## src/shared/wake_cdr_pkg.sv

```systemverilog
// constants and carrier types of the wake clock recovery configuration slice
package wake_cdr_pkg;
  // register addresses, 7 bits
  localparam logic [6:0] ADDR_CAL_LOW = 7'h3B;
  localparam logic [6:0] ADDR_CTRL_ONE = 7'h3C;
  localparam logic [6:0] ADDR_CTRL_TWO = 7'h3D;
  localparam logic [6:0] ADDR_UPPER_LIMIT = 7'h3E;
  localparam logic [6:0] ADDR_LOWER_LIMIT = 7'h3F;
  // reset values
  localparam logic [7:0] RST_CAL_LOW = 8'h00;
  localparam logic [1:0] RST_FILTER_SEL = 2'h1;
  localparam logic RST_RECOVERY_EN = 1'b0;
  localparam logic [1:0] RST_CLOCK_SEL = 2'h0;
  localparam logic [7:0] RST_UPPER_LIMIT = 8'hA8;
  localparam logic [7:0] RST_LOWER_LIMIT = 8'h98;
  // field positions
  localparam int POS_RECOVERY_EN = 0;
  localparam int POS_FILTER_LSB = 2;
  localparam int POS_CLOCK_SEL_LSB = 0;
  // filter codes and time constants as shifts (8, 16, 32)
  localparam logic [1:0] FILT_TC8 = 2'h0;
  localparam logic [1:0] FILT_TC16 = 2'h1;
  localparam logic [1:0] FILT_TC32 = 2'h2;
  localparam logic [1:0] FILT_ADAPT = 2'h3;
  localparam logic [2:0] SHIFT_TC8 = 3'h3;
  localparam logic [2:0] SHIFT_TC16 = 3'h4;
  localparam logic [2:0] SHIFT_TC32 = 3'h5;
  // adaptive edge spacing bands in bits
  localparam int ADAPT_SLOW_MIN = 4;
  localparam int ADAPT_FAST_MIN = 9;
  localparam int ADAPT_MAX_BITS = 10;
  // recovery clock in MHz: base rate of the oscillator tick, halved per code
  localparam int RECOVERY_BASE_MHZ = 80;
  // serial command: address lsb first, then access mode, then data
  localparam int CMD_BITS = 16;
  localparam int CMD_MODE_BIT = 7;
  typedef struct packed {
    logic [6:0] addr;
    logic write;
    logic [7:0] data;
  } spi_cmd_t;
endpackage

```

## src/logic/wake_frame_clock_recovery_cfg.sv

```systemverilog
// configuration registers and bit-time recovery loop for selective wake
module wake_frame_clock_recovery_cfg #(
  parameter int CNT_W = 12,
  parameter int FRAC_W = 5
) (
  // clock and reset
  input wire logic i_ref_clk,
  input wire logic i_rst_n,
  input wire logic i_clk_en,
  input wire logic i_soft_rst,
  input wire logic i_restart,
  // serial pins
  input wire logic i_spi_cs_n,
  input wire logic i_spi_clk,
  input wire logic i_spi_mosi,
  output logic o_spi_miso,
  output logic o_spi_miso_oe,
  // oscillator and bus
  input wire logic [7:0] i_calibration_low_byte,
  input wire logic i_osc_tick,
  input wire logic i_can_rx,
  // bit-time interface
  input wire logic [7:0] i_bit_time_value,
  output logic [7:0] o_bit_time_value,
  output logic o_recovery_enable
);
  logic [7:0] cal_low_r;
  logic recovery_enable_r;
  logic [1:0] filter_sel_r;
  logic [1:0] clock_sel_r;
  logic [7:0] upper_limit_r;
  logic [7:0] lower_limit_r;
  logic [7:0] rdata;
  logic [6:0] raddr;
  logic cmd_valid;
  wake_cdr_pkg::spi_cmd_t cmd;
  logic wr;
  logic [1:0] rx_meta_r;
  logic rx_s_r;
  logic [2:0] pre_r;
  logic rec_tick;
  logic [CNT_W-1:0] span_r;
  logic seen_edge_r;
  logic [7+FRAC_W:0] acc_r;
  logic fall_edge;
  logic [3:0] nbits;
  logic [CNT_W-1:0] per_bit;
  logic [2:0] shift;
  logic signed [8+FRAC_W:0] acc_sum;
  logic [7:0] acc_int;
  logic [7+FRAC_W:0] acc_nxt;

  wake_cdr_spi_slave u_spi (
    .i_ref_clk(i_ref_clk),
    .i_rst_n(i_rst_n),
    .i_clk_en(i_clk_en),
    .i_spi_cs_n(i_spi_cs_n),
    .i_spi_clk(i_spi_clk),
    .i_spi_mosi(i_spi_mosi),
    .o_spi_miso(o_spi_miso),
    .o_spi_miso_oe(o_spi_miso_oe),
    .i_rdata(rdata),
    .o_raddr(raddr),
    .o_cmd_valid(cmd_valid),
    .o_cmd(cmd)
  );

  assign wr = cmd_valid && cmd.write;

  // clamp a value into the programmed window
  function automatic logic [7:0] clamp(input logic [CNT_W-1:0] v,
                                       input logic [7:0] hi,
                                       input logic [7:0] lo);
    if (v > CNT_W'(hi)) begin
      clamp = hi;
    end else if (v < CNT_W'(lo)) begin
      clamp = lo;
    end else begin
      clamp = v[7:0];
    end
  endfunction

  // time constant as a shift, fixed or from the edge spacing
  function automatic logic [2:0] tc_shift(input logic [1:0] sel,
                                          input logic [3:0] n);
    unique case (sel)
      wake_cdr_pkg::FILT_TC8: tc_shift = wake_cdr_pkg::SHIFT_TC8;
      wake_cdr_pkg::FILT_TC16: tc_shift = wake_cdr_pkg::SHIFT_TC16;
      wake_cdr_pkg::FILT_TC32: tc_shift = wake_cdr_pkg::SHIFT_TC32;
      wake_cdr_pkg::FILT_ADAPT: begin
        if (n >= 4'(wake_cdr_pkg::ADAPT_FAST_MIN)) begin
          tc_shift = wake_cdr_pkg::SHIFT_TC8;
        end else if (n >= 4'(wake_cdr_pkg::ADAPT_SLOW_MIN)) begin
          tc_shift = wake_cdr_pkg::SHIFT_TC16;
        end else begin
          tc_shift = wake_cdr_pkg::SHIFT_TC32;
        end
      end
    endcase
  endfunction

  // calibration byte follows the oscillator, zero after any reset
  always_ff @(posedge i_ref_clk or negedge i_rst_n) begin
    if (!i_rst_n) begin
      cal_low_r <= wake_cdr_pkg::RST_CAL_LOW;
    end else if (i_clk_en) begin
      if (i_soft_rst) begin
        cal_low_r <= wake_cdr_pkg::RST_CAL_LOW;
      end else begin
        cal_low_r <= i_calibration_low_byte;
      end
    end
  end

  // control one: enable and filter; a restart leaves both untouched
  always_ff @(posedge i_ref_clk or negedge i_rst_n) begin
    if (!i_rst_n) begin
      recovery_enable_r <= wake_cdr_pkg::RST_RECOVERY_EN;
      filter_sel_r <= wake_cdr_pkg::RST_FILTER_SEL;
    end else if (i_clk_en) begin
      if (i_soft_rst) begin
        recovery_enable_r <= wake_cdr_pkg::RST_RECOVERY_EN;
        filter_sel_r <= wake_cdr_pkg::RST_FILTER_SEL;
      end else if (i_restart) begin
        recovery_enable_r <= recovery_enable_r;
        filter_sel_r <= filter_sel_r;
      end else if (wr && cmd.addr == wake_cdr_pkg::ADDR_CTRL_ONE) begin
        recovery_enable_r <= cmd.data[wake_cdr_pkg::POS_RECOVERY_EN];
        filter_sel_r <= cmd.data[wake_cdr_pkg::POS_FILTER_LSB +: 2];
      end
    end
  end

  // control two and the clamp limits
  always_ff @(posedge i_ref_clk or negedge i_rst_n) begin
    if (!i_rst_n) begin
      clock_sel_r <= wake_cdr_pkg::RST_CLOCK_SEL;
      upper_limit_r <= wake_cdr_pkg::RST_UPPER_LIMIT;
      lower_limit_r <= wake_cdr_pkg::RST_LOWER_LIMIT;
    end else if (i_clk_en) begin
      if (i_soft_rst) begin
        clock_sel_r <= wake_cdr_pkg::RST_CLOCK_SEL;
        upper_limit_r <= wake_cdr_pkg::RST_UPPER_LIMIT;
        lower_limit_r <= wake_cdr_pkg::RST_LOWER_LIMIT;
      end else if (wr) begin
        if (cmd.addr == wake_cdr_pkg::ADDR_CTRL_TWO) begin
          clock_sel_r <= cmd.data[wake_cdr_pkg::POS_CLOCK_SEL_LSB +: 2];
        end
        if (cmd.addr == wake_cdr_pkg::ADDR_UPPER_LIMIT) begin
          upper_limit_r <= cmd.data;
        end
        if (cmd.addr == wake_cdr_pkg::ADDR_LOWER_LIMIT) begin
          lower_limit_r <= cmd.data;
        end
      end
    end
  end

  // read mux; reserved bits are never stored, so they read zero
  always_comb begin
    rdata = 8'h00;
    unique case (raddr)
      wake_cdr_pkg::ADDR_CAL_LOW: rdata = cal_low_r;
      wake_cdr_pkg::ADDR_CTRL_ONE: begin
        rdata[wake_cdr_pkg::POS_RECOVERY_EN] = recovery_enable_r;
        rdata[wake_cdr_pkg::POS_FILTER_LSB +: 2] = filter_sel_r;
      end
      wake_cdr_pkg::ADDR_CTRL_TWO: begin
        rdata[wake_cdr_pkg::POS_CLOCK_SEL_LSB +: 2] = clock_sel_r;
      end
      wake_cdr_pkg::ADDR_UPPER_LIMIT: rdata = upper_limit_r;
      wake_cdr_pkg::ADDR_LOWER_LIMIT: rdata = lower_limit_r;
      default: rdata = 8'h00;
    endcase
  end

  // bus receive pin synchroniser
  always_ff @(posedge i_ref_clk or negedge i_rst_n) begin
    if (!i_rst_n) begin
      rx_meta_r <= 2'h3;
      rx_s_r <= 1'b1;
    end else if (i_clk_en) begin
      rx_meta_r <= {rx_meta_r[0], i_can_rx};
      rx_s_r <= rx_meta_r[1];
    end
  end
  assign fall_edge = rx_s_r && !rx_meta_r[1];

  // recovery clock: base tick divided by 1, 2, 4 or 8
  always_ff @(posedge i_ref_clk or negedge i_rst_n) begin
    if (!i_rst_n) begin
      pre_r <= 3'h0;
    end else if (i_clk_en && i_osc_tick) begin
      pre_r <= pre_r + 3'h1;
    end
  end
  assign rec_tick = i_osc_tick &&
    ((pre_r & ((3'h1 << clock_sel_r) - 3'h1)) == 3'h0);

  // spacing in whole bits, rounded, and the per-bit count
  always_comb begin
    nbits = 4'h0;
    for (int k = 1; k <= wake_cdr_pkg::ADAPT_MAX_BITS; k++) begin
      if ({span_r, 1'b0} >= (CNT_W+1)'((2 * k - 1) * o_bit_time_value)) begin
        nbits = 4'(k);
      end
    end
    per_bit = (nbits == 4'h0) ? span_r : span_r / CNT_W'(nbits);
    shift = tc_shift(filter_sel_r, nbits);
    // filter step keeps its fraction unless a limit cuts in
    acc_sum = $signed({1'b0, acc_r}) +
      (($signed({1'b0, per_bit[7:0], FRAC_W'(0)}) -
        $signed({1'b0, acc_r})) >>> shift);
    acc_int = clamp(CNT_W'(acc_sum[8+FRAC_W:FRAC_W]), upper_limit_r,
                    lower_limit_r);
    acc_nxt = (acc_sum[8+FRAC_W:FRAC_W] == {1'b0, acc_int}) ?
      acc_sum[7+FRAC_W:0] : {acc_int, FRAC_W'(0)};
  end

  // edge-to-edge counter in recovery clock ticks, saturating
  always_ff @(posedge i_ref_clk or negedge i_rst_n) begin
    if (!i_rst_n) begin
      span_r <= '0;
      seen_edge_r <= 1'b0;
    end else if (i_clk_en) begin
      if (!recovery_enable_r) begin
        span_r <= '0;
        seen_edge_r <= 1'b0;
      end else if (fall_edge) begin
        span_r <= '0;
        seen_edge_r <= 1'b1;
      end else if (rec_tick && span_r != '1) begin
        span_r <= span_r + CNT_W'(1);
      end
    end
  end

  // first-order filter on the estimate, held inside the limits
  always_ff @(posedge i_ref_clk or negedge i_rst_n) begin
    if (!i_rst_n) begin
      acc_r <= '0;
    end else if (i_clk_en) begin
      if (!recovery_enable_r) begin
        acc_r <= {i_bit_time_value, FRAC_W'(0)};
      end else if (fall_edge && seen_edge_r && nbits != 4'h0) begin
        acc_r <= acc_nxt;
      end
    end
  end

  assign o_bit_time_value = clamp(CNT_W'(acc_r[7+FRAC_W:FRAC_W]),
                                  upper_limit_r, lower_limit_r);
  assign o_recovery_enable = recovery_enable_r;
endmodule

```

## src/logic/wake_cdr_spi_slave.sv

```systemverilog
// serial command port: 16-bit frames, lsb first, sampled on rising clock
module wake_cdr_spi_slave (
  // clock and reset
  input wire logic i_ref_clk,
  input wire logic i_rst_n,
  input wire logic i_clk_en,
  // serial pins
  input wire logic i_spi_cs_n,
  input wire logic i_spi_clk,
  input wire logic i_spi_mosi,
  output logic o_spi_miso,
  output logic o_spi_miso_oe,
  // register side
  input wire logic [7:0] i_rdata,
  output logic [6:0] o_raddr,
  output logic o_cmd_valid,
  output wake_cdr_pkg::spi_cmd_t o_cmd
);
  logic [1:0] cs_meta_r, clk_meta_r, mosi_meta_r;
  logic [1:0] cs_s_r, clk_s_r;
  logic mosi_s_r;
  logic [15:0] shift_r;
  logic [4:0] count_r;
  logic [7:0] out_r;
  logic rise, fall, cs_act, cs_end;

  // two-flop synchronisers, then two stages for edges (one for serial data)
  always_ff @(posedge i_ref_clk or negedge i_rst_n) begin
    if (!i_rst_n) begin
      cs_meta_r <= 2'h3;
      clk_meta_r <= 2'h0;
      mosi_meta_r <= 2'h0;
      cs_s_r <= 2'h3;
      clk_s_r <= 2'h0;
      mosi_s_r <= 1'b0;
    end else if (i_clk_en) begin
      cs_meta_r <= {cs_meta_r[0], i_spi_cs_n};
      clk_meta_r <= {clk_meta_r[0], i_spi_clk};
      mosi_meta_r <= {mosi_meta_r[0], i_spi_mosi};
      cs_s_r <= {cs_s_r[0], cs_meta_r[1]};
      clk_s_r <= {clk_s_r[0], clk_meta_r[1]};
      mosi_s_r <= mosi_meta_r[1];
    end
  end

  assign cs_act = !cs_s_r[0];
  assign cs_end = cs_s_r[0] && !cs_s_r[1];
  assign rise = cs_act && clk_s_r[0] && !clk_s_r[1];
  assign fall = cs_act && !clk_s_r[0] && clk_s_r[1];
  assign o_raddr = shift_r[14:8];

  // receive shift and bit count
  always_ff @(posedge i_ref_clk or negedge i_rst_n) begin
    if (!i_rst_n) begin
      shift_r <= 16'h0000;
      count_r <= 5'h00;
    end else if (i_clk_en) begin
      if (!cs_act) begin
        count_r <= 5'h00;
      end else if (rise) begin
        shift_r <= {mosi_s_r, shift_r[15:1]};
        if (count_r != 5'h1F) begin
          count_r <= count_r + 5'h01;
        end
      end
    end
  end

  // read data loaded after the address byte, shifted out lsb first
  always_ff @(posedge i_ref_clk or negedge i_rst_n) begin
    if (!i_rst_n) begin
      out_r <= 8'h00;
    end else if (i_clk_en) begin
      if (!cs_act) begin
        out_r <= 8'h00;
      end else if (fall && count_r == 5'h08) begin
        out_r <= i_rdata;
      end else if (fall && count_r > 5'h08) begin
        out_r <= {1'b0, out_r[7:1]};
      end
    end
  end

  // command issued when the frame closes with exactly sixteen bits
  always_ff @(posedge i_ref_clk or negedge i_rst_n) begin
    if (!i_rst_n) begin
      o_cmd_valid <= 1'b0;
      o_cmd <= '0;
    end else if (i_clk_en) begin
      o_cmd_valid <= cs_end && count_r == 5'(wake_cdr_pkg::CMD_BITS);
      o_cmd.addr <= shift_r[6:0];
      o_cmd.write <= shift_r[wake_cdr_pkg::CMD_MODE_BIT];
      o_cmd.data <= shift_r[15:8];
    end
  end

  assign o_spi_miso = out_r[0];
  assign o_spi_miso_oe = cs_act;
endmodule

```

## config.mk

```make
export PLATFORM = sky130hd
export DESIGN_NAME = wake_frame_clock_recovery_cfg
export DESIGN_NICKNAME = d
export VERILOG_FILES = /design/src/shared/wake_cdr_pkg.sv /design/src/logic/wake_frame_clock_recovery_cfg.sv /design/src/logic/wake_cdr_spi_slave.sv
export SDC_FILE = /design/constraint.sdc
export NUM_CORES = 1
export LEC_CHECK = 0
export BUFFER_PORTS_ARGS = -buffer_cell sky130_fd_sc_hd__buf_2
export CAP_MARGIN = 20
export CORE_UTILIZATION = 50
export DETAILED_ROUTE_END_ITERATION = 8
export PLACE_DENSITY = 0.75
export SYNTH_ARGS = -nofsm -noshare
export SYNTH_HDL_FRONTEND = slang
export SYNTH_SLANG_ARGS = --single-unit
```

## constraint.sdc

```tcl
create_clock -name i_ref_clk -period 31.3 [get_ports i_ref_clk]
set_input_delay 1.565 -clock i_ref_clk [delete_from_list [all_inputs] [get_ports i_ref_clk]]
set_output_delay 1.565 -clock i_ref_clk [all_outputs]
set_load 0.03 [all_outputs]
```

# After elaboration in Yosys (flattened, before gate mapping)
# Index checks and enable logic that the tools add are counted.
# W data, S select, Z words.
[totals]
out_inout_bits = 11
inputBits = 26
reg_bits = 118
word_cells = 178
[op_classes]
bitwise = 2
reduce_logical = 43
order_cmp = 17
n_mul = 9
eq_ne = 21
n_shift = 2
addsub = 6
mux = 52
div = 1
[ops]
columns = ["operator", "n"]
rows = [
  ["$mux W8", 15],
  ["$eq A7 B6 Y1 const B", 9],
  ["$ge A13 B12 Y1", 4],
  ["$mul A4 B8 Y12 const A", 4],
  ["$mux W13", 3],
  ["$mux W12", 3],
  ["$mux W4", 9],
  ["$ge A13 B11 Y1", 2],
  ["$ge A13 B13 Y1", 2],
  ["$mul A5 B8 Y13 const A", 2],
  ["$mul A3 B8 Y11 const A", 2],
  ["$reduce_and A3 Y1", 6],
  ["$logic_and A1 B1 Y1", 16],
  ["$mux W5", 3],
  ["$add A14 B14 Y14", 1],
  ["$reduce_bool A2 Y1", 7],
  ["$sshr A14 B3 Y14", 1],
  ["$sub A13 B13 Y14", 1],
  ["$ge A13 B10 Y1", 1],
  ["$ge A13 B8 Y1", 1],
  ["$add A12 B1 Y12 const B", 1],
  ["$div A12 B4 Y12", 1],
  ["$mux W2", 6],
  ["$ne A12 B12 Y1 const B", 1],
  ["37 further kinds", 52],
]

# Logic depth before layout (Yosys ltp)
# Gate-level depths: netlist (run 1).
[logic_depth]
ltp_word = 27
depth_mapped = 164
depth_no_buf = 160

# By module
# Synthesis (run 1) repeated with hierarchy kept, for this count alone.
[unflattened]
hier_cells = 1855
area_unflattened_um2 = 15947.8
[modules_own_cells]
columns = ["module", "seq_area_each_um2", "area_per_inst_um2", "instances", "cells_each"]
rows = [
  ["wake_frame_clock_recovery_cfg", 1539.0, 13518.0, 1, 1678],
  ["wake_cdr_spi_slave", 1431.4, 2429.8, 1, 177],
]

# Worst setup path before layout (run 1)
# No wires, ideal clock.
[synth_path]
kind = "register -> register"
start = "register upper_limit_r[3]"
end = "register acc_r[2]"
setup_time_ns = 0.083
slack_ns = 0.941
stages_incl_launch_ff = 153
n_path_buf = 4
period_less_slack_ns = 30.359
arrival_ns = 30.276
t_required_ns = 31.217
path_cell_list = "dfstp_2 -> inv_1 -> ha_1 -> and4b_1 -> a211oi_2 -> o22ai_2 -> clkbuf_1 -> o21ai_0 -> inv_1 -> fa_1 -> fa_1 -> inv_1 -> ha_1 -> a21o_1 -> a21oi_1 -> o21bai_1 -> a21oi_1 -> o21bai_1 -> [117 not listed] -> ha_1 -> nor2b_1 -> o21a_1 -> o21ai_0 -> nand2b_1 -> a21oi_1 -> nor2b_1 -> o21ai_0 -> nand2b_1 -> a21oi_1 -> o21a_1 -> clkbuf_1 -> nor2_1 -> a21oi_1 -> xnor2_1 -> nand4_1 -> or4_1 -> o21ai_0"
[synth_via]
elab_chain_len = 26
word_cells_on_any_way = 54
cone_classes = "2 x add/sub; 9 x mul; 1 x div; 15 x order compare; 2 x eq/ne; 1 x shift; 20 x mux; 4 x reduce/logical"
[synth_rtl]
columns = ["item", "line_no", "source"]
rows = [
  ["start: declaration", "wake_frame_clock_recovery_cfg.sv:31", "logic [7:0] upper_limit_r;"],
  ["start signal: assignment", "wake_frame_clock_recovery_cfg.sv:138", "upper_limit_r <= wake_cdr_pkg::RST_UPPER_LIMIT;"],
  ["start signal: assignment", "wake_frame_clock_recovery_cfg.sv:143", "upper_limit_r <= wake_cdr_pkg::RST_UPPER_LIMIT;"],
  ["start signal: assignment", "wake_frame_clock_recovery_cfg.sv:150", "upper_limit_r <= cmd.data;"],
  ["$gt A8 B8 Y1 (*)", "wake_frame_clock_recovery_cfg.sv:74", "if (v > CNT_W'(hi)) begin"],
  ["$mux W8 (*)", "wake_frame_clock_recovery_cfg.sv:74", ""],
  ["via o_bit_time_value[2]", "wake_frame_clock_recovery_cfg.sv:24", "output logic [7:0] o_bit_time_value,"],
  ["$mul A2 B8 Y10 or $ge A13 B8 Y1 (tied branches)", "wake_frame_clock_recovery_cfg.sv:204", "if ({span_r, 1'b0} >= (CNT_W+1)'((2 * k - 1) * o_bit_time_value)) begin"],
  ["$ge A13 B10 Y1 or $mux W1 (tied branches)", "wake_frame_clock_recovery_cfg.sv:204", ""],
  ["$mux W4 (8 in series)", "wake_frame_clock_recovery_cfg.sv:204", ""],
  ["$mux W4 (*)", "wake_frame_clock_recovery_cfg.sv:204", ""],
  ["branches (longest 13 deep; another with $sub A13 B13 Y14)", "-", ""],
  ["end signal: assignment", "wake_frame_clock_recovery_cfg.sv:244", "acc_r <= {i_bit_time_value, FRAC_W'(0)};"],
  ["end signal: assignment", "wake_frame_clock_recovery_cfg.sv:246", "acc_r <= acc_nxt;"],
  ["end: declaration", "wake_frame_clock_recovery_cfg.sv:44", "logic [7+FRAC_W:0] acc_r;"],
]
# Mark *: on every way through the listed nets, which the timed path passes. The select of a mux whose other input is x is not followed.
# A chain may end at the register's enable or synchronous reset.

# Worst setup path in the final report (run 1)
[layout_path]
start = "register upper_limit_r[3]"
end = "register acc_r[1]"
[layout_via]
elab_chain_len = 26
word_cells_on_any_way = 54
cone_classes = "2 x add/sub; 9 x mul; 1 x div; 15 x order compare; 2 x eq/ne; 1 x shift; 20 x mux; 4 x reduce/logical"
[layout_rtl]
columns = ["item"]
rows = [
  ["branches (longest 26 deep; another with $ge A13 B10 Y1)"],
]
# Parallel ways; which one is timed is not known. The select of a mux whose other input is x is not followed.

==> flow_summary_export.csv, run 1 <==
group,metric,value,unit
setup_path,arrival,30350,ps
timing,slew_headroom,30.0,%
logic_synthesis,async_reset_ff_share,100,%
setup_path,crit_path_end_kind,"flop",
cells_and_area,diodes,0,
cells_and_area,syn2layout_area_growth,13.7,%
timing,setup_viol,0,
placed_design,place_area,16400,µm²
routing,vias_per_cell,6.13,
clock_network,h-tree-depth,4,
cells_and_area,final_net_count,2239,
timing,fin_crit_sh,95.9,%
run_status,outcome,"finished clean",
routing,via_count,14200,
global_route,grt.overflow.total,0,
floorplan,die_x,179,µm
clock_network,clock-sinks,118,
setup_path,cp-start-kind,"flop",
cells_and_area,layout_commonest_cell,"ha_1",
setup_path,cp_max_fo,10,
placed_design,dp_hpwl,32500,µm
logic_synthesis,synth_area,15700,µm²
clock_network,cts_buffer_depth,2,
timing,fmax,33.3,MHz
setup_path,crit_top_cell,"ha_1",
floorplan,rows,64,
logic_synthesis,syn_nets,2149,
routing,dr.pass1.iters,5,
routing,antenna_left,0,
timing,finalCriticalPeriod,30010,ps
timing,slew_violations,0,
routing,first_iter_violations,1071,
floorplan,core,30700,µm²
global_route,grt_max_degree,82,
setup_path,critical_path.max_stage_delay,590,ps
cells_and_area,layout_common_cells,"272 x ha_1, 153 x inv_1, 125 x a21oi_1",
hold_path,whs_path_depth,2,
run,drv_cap,0,
logic_synthesis,synth_edf_count,0,
routing,wl_per_cell,18.8,µm
timing,worst-slew-pin-transition,1050,ps
global_route,antenna_found_initial,0,
logic_synthesis,ys_seq_elements,118,
hold_path,min_path_type,"reg -> reg",
setup_path,critPathSlowestCell,"dfstp_2",
logic_synthesis,ys_seq_area_share,19.0,%
floorplan,ioPinCount,37,
floorplan,floorplan.initialDensity,51.0,%
logic_synthesis,synthCells,1816,
cells_and_area,final_area,17800,µm²
floorplan,die-area,32100,µm²
logic_synthesis,ys_types,98,
clock_network,clock-root-buffer,"clkbuf_16",
timing,hold_viol,0,
timing,finalSetupTns,0,ps
setup_path,required,31630,ps
placed_design,place_congestion,0.970,
setup_path,worstSetupPathType,"reg -> reg",
global_route,grt_pass1_vias,13500,
global_route,grtUsageTotal,26.6,%
floorplan,die_h,179,µm
placed_design,portBuffers,36,
global_route,grt_pass1_wl,67500,µm
logic_synthesis,synth_warnings,0,
timing,finClkSkew,7.52,ps
clock_network,cts_buffers,17,
setup_path,r2r_cells,152,
clock_network,cts_hold_buf,0,
clock_network,insertion_delay,420,ps
clock_network,tritoncts,"yes",
routing,routed_wl,43500,µm
routing,drc,0,
clock_network,clk_pin_slew_worst_paths,60,ps
logic_synthesis,synth.avg_cell_area,8.63,µm²
logic_synthesis,ys.flop_type,"dfrtp_1",
cells_and_area,drive_above_1_share,17.9,%
## path summary, 6_finish.rpt
path	endpoint	start	slack, ps
max	acc_r[1]	upper_limit_r[3]	1290
min	u_spi.cs_s_r[1]	u_spi.cs_s_r[1]	480
max reg2reg	acc_r[1]	upper_limit_r[3]	1290
min reg2reg	u_spi.cs_s_r[1]	u_spi.cs_s_r[1]	480
max in group asynchronous	filter_sel_r[0]	i_rst_n	29170
min in group asynchronous	u_spi.clk_s_r[1]	i_rst_n	1120
## routing by layer
layer  share of wire (%)  vias to the layer above  global-route usage [%]
li1                    -                     6757                       -
met1                  43                     6820                    34.9
met2                  48                      492                    44.6
met3                 5.8                      119                    3.24
met4                 3.5                        0                    10.2
met5                   0                        -                       0
## cells by family (layout without fill, tap and decap cells)
kind of cell	count (synthesis)	in the layout	share of synthesized area, %
multiplexers	98	98	7.03
buffers and inverters	202	304	4.97
flip-flops	118	118	19.0
adder cells (fa/ha/maj)	310	310	26.3
XOR/XNOR	126	126	7.04
AO/OA/AOI/OAI	494	495	20.5
AND/OR/NAND/NOR	468	468	15.2
## flip-flops by register name (all words and copies together), names as in the netlist, 8 cells and up
name	flops
acc_r	13
cal_low_r	8
lower_limit_r	8
span_r	12
u_spi.o_cmd	16
u_spi.out_r	8
u_spi.shift_r	16
upper_limit_r	8
## repair_timing
| item | in CTS | in global routing |
|---|---|---|
| pin swaps | 2 | 39 |
| endpoints found under the setup margin | 13 | 13 |
| setup buffers | 4 | 39 |
| endpoints found under the hold margin | 0 | 0 |
| resized for setup | 16 | 81 |
| gates cloned | 0 | 1 |
## final cells by class
type                            count  area, µm²
Fill cell                        2640      12900
Multi-Input combinational cell   1497      12300
Sequential cell                   118       2970
Timing Repair Buffer              118        822
Inverter                          154        578
Tap cell                          396        495
Clock buffer                       18        439
Clock inverter                     14        190
## synthesized netlist by cell type, drive strengths merged (5+ instances only)
cell type / count / share of area [%]
a211oi: 25 / 1.3
a21boi: 5 / 0.38
a21o: 40 / 1.9
a21oi: 149 / 4.8
a222oi: 6 / 0.38
a31o: 12 / 0.67
a31oi: 10 / 0.40
and2: 10 / 0.40
and3: 8 / 0.32
and4: 5 / 0.30
buf: 5 / 0.26
clkbuf: 43 / 1.0
dfrtp: 104 / 17
dfstp: 14 / 2.3
fa: 34 / 4.3
ha: 273 / 22
inv: 154 / 3.7
mux2: 65 / 4.7
mux2i: 31 / 2.0
nand2: 120 / 2.9
nand2b: 25 / 1.0
nand3: 34 / 1.1
nand4: 25 / 1.0
nor2: 125 / 3.0
nor2b: 29 / 1.2
nor3: 30 / 0.96
nor3b: 9 / 0.43
nor4: 12 / 0.52
o211ai: 8 / 0.38
o21a: 31 / 1.5
o21ai: 122 / 3.9
o21bai: 26 / 1.2
o31ai: 10 / 0.51
or2: 10 / 0.40
or3: 5 / 0.23
or4: 5 / 0.24
xnor2: 94 / 5.3
xor2: 32 / 1.8
## critical path, delay by kind of cell, from the launching register on
family | cells | cell delay, ps
xor gates and xnor gates | 3 | 930
adders and majority gates | 20 | 6430
muxes | 5 | 1220
DFF | 1 | 590
AOI/OAI and AO/OA | 79 | 13420
buffers and inverters | 6 | 670
and+or+nand+nor | 39 | 6650
## per-stage QoR
stage | util, % | worst slack [ps] | std cells | hold WS (ps)
floorplan | - | 941 | 1816 | 444
CTS | 55.9 | 4.21 | 2273 | 476
finish | 58.0 | 1290 | 2315 | 476
detailed placement | 53.5 | -733 | 2237 | 466
global route | 58.0 | -456 | 2315 | 488
global placement | 53.5 | 628 | 2237 | 458
Power of run 1 is left out: the tool's default activity adds up to more than one toggle a clock period on the data nets, which glitch-free logic cannot reach.
==> inputs of run 2 (changes only) <==
--- a/config.mk
+++ b/config.mk
@@ -5,7 +5,7 @@
 export SDC_FILE = /design/constraint.sdc
 export NUM_CORES = 1
 export LEC_CHECK = 0
-export BUFFER_PORTS_ARGS = -buffer_cell sky130_fd_sc_hd__buf_2
+export BUFFER_PORTS_ARGS = -buffer_cell sky130_fd_sc_hd__buf_4
 export CAP_MARGIN = 20
 export CORE_UTILIZATION = 50
 export DETAILED_ROUTE_END_ITERATION = 8
==> run 2 against run 1 <==
Wire length fell by 0.31%. Largest cell class unchanged. Count of clock-buffer cells in the layout rose by 1. Worst hold slack improved by 5.8 ps. Critical path depth grew 1. Die area did not move. Design area decreased by 0.12%. Via count fell by 0.56%. Sequential cell count stayed put. Worst setup slack worse by 140 ps. Register-to-register slack lost 140 ps. Clock skew down 1.3 ps. Sequential share of layout area barely moved. Critical endpoint is now acc_r[2].
==> flow_summary_export.csv, run 2 (synthesis results as in run 1) <==
group,metric,value,unit
run_status,outcome,"finished clean",
floorplan,floorplan.initialDensity,51.0,%
floorplan,die-area,32100,µm²
routing,via_count,14100,
timing,slew_headroom,24.9,%
placed_design,dp_cells,2229,
timing,slew_violations,0,
routing,wl_per_cell,18.8,µm
global_route,antenna_found_initial,1,
timing,worst-slew-pin-transition,1120,ps
routing,dr.pass1.iters,6,
setup_path,required,31640,ps
routing,drc,0,
floorplan,die_x,179,µm
setup_path,arrival,30500,ps
global_route,grtUsageTotal,26.7,%
global_route,grt_pass1_wl,67700,µm
setup_path,crit_path_end_kind,"flop",
clock_network,h-tree-depth,4,
timing,fmax,33.2,MHz
timing,hold_viol,0,
floorplan,ioPinCount,37,
placed_design,place_area,16500,µm²
cells_and_area,drive_above_1_share,18.1,%
setup_path,critPathLaunch,"upper_limit_r[3]",
setup_path,worstSetupPathType,"reg -> reg",
clock_network,cts_buffer_depth,2,
hold_path,min_path_type,"reg -> reg",
setup_path,cp_max_fo,12,
timing,fin_crit_sh,96.3,%
floorplan,die_h,179,µm
cells_and_area,syn2layout_area_growth,13.6,%
clock_network,tritoncts,"yes",
clock_network,cts_buffers,17,
cells_and_area,final_net_count,2229,
timing,finClkSkew,6.22,ps
setup_path,cp-start-kind,"flop",
routing,vias_per_cell,6.12,
hold_path,min_from,"u_spi.cs_s_r[1]",
floorplan,rows,64,
cells_and_area,final_area,17800,µm²
placed_design,portBuffers,36,
cells_and_area,layout_top_registers,"u_spi.o_cmd: 16 flops, u_spi.shift_r: 16 flops, acc_r: 13 flops",
routing,antenna_left,0,
floorplan,core,30700,µm²
cells_and_area,layout_commonest_cell,"ha_1",
cells_and_area,diodes,0,
cells_and_area,final_cells,2305,
setup_path,critPathSlowestCell,"dfstp_2",
placed_design,dp_hpwl,32300,µm
global_route,grt.overflow.total,0,
clock_network,clock-root-buffer,"clkbuf_16",
routing,routed_wl,43400,µm
clock_network,cts_hold_buf,0,
placed_design,place_congestion,0.939,
global_route,grt_pass1_vias,13500,
cells_and_area,layout_common_cells,"271 x ha_1, 151 x inv_1, 122 x a21oi_1",
timing,finalCriticalPeriod,30160,ps
run,drv_cap,0,
timing,finalSetupTns,0,ps
clock_network,clk_pin_slew_worst_paths,60,ps
clock_network,clock-sinks,118,
clock_network,insertion_delay,420,ps
setup_path,crit_top_cell,"ha_1",
global_route,grt_max_degree,86,
setup_path,regToRegStartpoint,"upper_limit_r[3]",
routing,first_iter_violations,1095,
setup_path,critical_path.max_stage_delay,590,ps
timing,setup_viol,0,
==> run 2: repair_timing <==
action	4_1_cts	5_1_grt
gates resized for setup	11	93
pin swaps	0	29
setup buffers	1	39
cloned	0	2
endpoints found under the setup margin	5	13
==> run 2: final timing paths <==
kind / to / slack [ps] / depth (start not counted)
setup reg to reg: acc_r[2] / 1140 / 153
hold / removal: u_spi.cs_s_r[1] / 480 / 2
hold reg to reg: u_spi.cs_s_r[1] / 480 / 2
setup / recovery: acc_r[2] / 1140 / 153
min in group asynchronous: u_spi.clk_meta_r[1] / 1090 / 1
max in group asynchronous: rx_s_r / 29180 / 3
==> run 2: stage by stage <==
step                setup slack (ps)  hold WS (ps)  utilization [%]
CTS                            0.380           481             55.6
finish                          1140           481             57.9
floorplan                        941           444                -
global route                    -562           498             57.9
detailed placement              -497           471             53.6
global placement                 847           455             53.6
==> run 2: critical path, delay by kind of cell (launching register included) <==
kind	cells	cell delay, ps
AND/OR/NAND/NOR	44	6890
XOR/XNOR	4	700
multiplexers	6	1790
adder cells (fa/ha/maj)	21	6850
flip-flops	1	590
buffers and inverters	9	1220
AO/OA/AOI/OAI	69	12010
==> run 2: layout make-up <==
| cell class | instances | area [µm²] |
|---|---|---|
| inverter | 154 | 586 |
| clock buffer | 19 | 453 |
| fill | 2650 | 12900 |
| timing repair buffer | 107 | 831 |
| tap | 396 | 495 |
| sequential | 118 | 2970 |
| clock inverter | 13 | 96.3 |
| multi-input combinational | 1498 | 12400 |
==> run 2: layer usage <==
| metal | vias to the layer above | track usage, % | part of all wire [%] |
|---|---|---|---|
| met1 | 6755 | 34.8 | 43 |
| met2 | 502 | 45.5 | 48 |
| met5 | - | 0 | 0.025 |
| met3 | 123 | 4.13 | 6.2 |
| li1 | 6726 | - | - |
| met4 | 2 | 7.27 | 3.1 |
Power of run 2 is left out for the same reason.
==> inputs of run 3 (changes only) <==
--- a/config.mk
+++ b/config.mk
@@ -9,7 +9,8 @@
 export CAP_MARGIN = 20
 export CORE_UTILIZATION = 50
 export DETAILED_ROUTE_END_ITERATION = 8
-export PLACE_DENSITY = 0.75
+export HOLD_SLACK_MARGIN = 0.1
+export PLACE_DENSITY = 0.72
 export SYNTH_ARGS = -nofsm -noshare
 export SYNTH_HDL_FRONTEND = slang
 export SYNTH_SLANG_ARGS = --single-unit
==> constraint.sdc (replaced) <==
create_clock -name i_ref_clk -period 38.8 [get_ports i_ref_clk]
set_input_delay 1.94 -clock i_ref_clk [delete_from_list [all_inputs] [get_ports i_ref_clk]]
set_output_delay 1.94 -clock i_ref_clk [all_outputs]
set_load 0.03 [all_outputs]
==> run 3 against run 2 <==
First-iteration DRC count decreased by 19%. Non-clock buffer count shrank 46. Design area shrank 4.3%. Wire length fell by 4.9%. Clock skew up 9.1 ps. Cell count is 2.1% lower. Critical path depth unchanged. Via count decreased by 3.6%. Critical path type unchanged. Largest cell class unchanged.
==> flow_summary_export.csv, run 3 (synthesis results as in run 1) <==
group,metric,value,unit
run_status,outcome,"finished clean",
setup_path,cp-start-kind,"flop",
clock_network,tritoncts,"yes",
floorplan,floorplan.initialDensity,51.0,%
clock_network,cts.repair.resized,0,
setup_path,arrival,34030,ps
timing,fmax,29.7,MHz
timing,setup_viol,0,
timing,slew_headroom,34.4,%
global_route,grt_pass1_wl,66900,µm
timing,worst-slew-pin-transition,971,ps
routing,antenna_left,0,
timing,slew_violations,0,
routing,routed_wl,41300,µm
setup_path,crit_path_end_kind,"flop",
clock_network,cts_buffers,17,
routing,drc,0,
timing,finClkSkew,15.3,ps
floorplan,core,30700,µm²
cells_and_area,drive_above_1_share,11.8,%
setup_path,cp_max_fo,19,
floorplan,rows,64,
setup_path,critPathSlowestCell,"a211oi_2",
cells_and_area,diodes,0,
hold_path,min_path_type,"reg -> reg",
clock_network,clk_pin_slew_worst_paths,60,ps
setup_path,critPathLaunch,"upper_limit_r[3]",
setup_path,regToRegStartpoint,"upper_limit_r[3]",
floorplan,ioPinCount,37,
global_route,antenna_found_initial,0,
cells_and_area,layout_top_registers,"u_spi.o_cmd: 16 flops, u_spi.shift_r: 16 flops, acc_r: 13 flops",
floorplan,die-area,32100,µm²
clock_network,h-tree-depth,4,
cells_and_area,num-fill-cells,2769,
timing,hold_viol,0,
placed_design,place_congestion,0.942,
timing,finalSetupTns,0,ps
setup_path,required,39130,ps
setup_path,critical_path.max_stage_delay,690,ps
placed_design,portBuffers,36,
hold_path,whs_path_depth,1,
clock_network,cts_buffer_depth,2,
global_route,grtUsageTotal,26.5,%
floorplan,die_h,179,µm
timing,finalCriticalPeriod,33690,ps
cells_and_area,final_area,17000,µm²
routing,first_iter_violations,885,
clock_network,cts_hold_buf,0,
global_route,grt_pass1_vias,13200,
clock_network,postCtsSetupBuffers,0,
clock_network,clock-root-buffer,"clkbuf_16",
cells_and_area,layout_common_cells,"273 x ha_1, 154 x inv_1, 148 x a21oi_1",
setup_path,worstSetupPathType,"reg -> reg",
routing,vias_per_cell,6.03,
global_route,grt.overflow.total,0,
setup_path,r2r_cells,153,
routing,wl_per_cell,18.3,µm
placed_design,dp_hpwl,32200,µm
clock_network,clock-sinks,118,
global_route,grt_max_degree,77,
placed_design,place_area,16400,µm²
timing,fin_crit_sh,86.8,%
run,drv_cap,0,
cells_and_area,syn2layout_area_growth,8.77,%
routing,dr.pass1.iters,5,
floorplan,die_x,179,µm
timing,grt_setup_unrepaired,"no",
cells_and_area,layout_commonest_cell,"ha_1",
routing,via_count,13600,
cells_and_area,final_net_count,2181,
hold_path,min_from,"pre_r[2]",
clock_network,insertion_delay,430,ps
==> run 3: cell types whose count changed in the layout (fill, tap and decap cells not counted), moves of 6 or more <==
cell | previous run | this run
xnor2_1 | 87 | 94
mux2i_2 | 7 | 1
nor2_2 | 10 | 1
xnor2_2 | 7 | 0
o21ai_1 | 17 | 10
buf_4 | 104 | 59
nor2_1 | 114 | 124
mux2i_1 | 24 | 30
o21ai_0 | 99 | 110
a21oi_1 | 122 | 148
a21oi_2 | 24 | 1
==> run 3: path summary, 6_finish.rpt <==
path	endpoint	slack (ps)
worst max register to register	acc_r[3]	5110
max in group asynchronous	acc_r[7]	35920
worst max-delay path	acc_r[3]	5110
worst min-delay path	pre_r[2]	480
min in group asynchronous	u_spi.clk_s_r[0]	1510
worst min register to register	pre_r[2]	480
==> run 3: stage by stage <==
step,setup slack (ps),std cells,utilization [%],hold slack [ps]
after global placement,6890,2223,53.4,458
after CTS,5480,2256,55.4,482
after global routing,2320,2257,55.4,504
final,5110,2257,55.4,480
after floorplan,8440,1816,-,444
after detailed placement,5670,2224,53.5,469
==> run 3: layout make-up <==
| type | instances | area (µm²) | area share (%) |
|---|---|---|---|
| Tap cell | 396 | 495 | 2.91 |
| Clock buffer | 18 | 429 | 2.52 |
| Inverter | 154 | 578 | 3.39 |
| Clock inverter | 14 | 168 | 0.983 |
| Sequential cell | 118 | 2970 | 17.4 |
| Multi-Input combinational cell | 1496 | 11900 | 70.0 |
| Timing Repair Buffer | 61 | 465 | 2.73 |
==> run 3: worst max-delay path, delay by kind of cell (launching register included) <==
family	cells	cell delay, ps
AOI/OAI and AO/OA	69	14800
and+or+nand+nor	47	8380
adders and majority gates	20	6410
muxes	6	1570
buffers and inverters	7	910
xor gates and xnor gates	4	910
DFF	1	600
==> run 3: routing by layer <==
metal	track usage [%]	wire, µm	vias up	part of all wire (%)
met2	45.0	19700	374	48
met4	8.19	959	0	2.3
li1	-	-	6630	-
met1	34.9	18700	6523	45
met5	0	0	-	0
met3	2.95	1920	80	4.7
Power of run 3 is left out for the same reason.
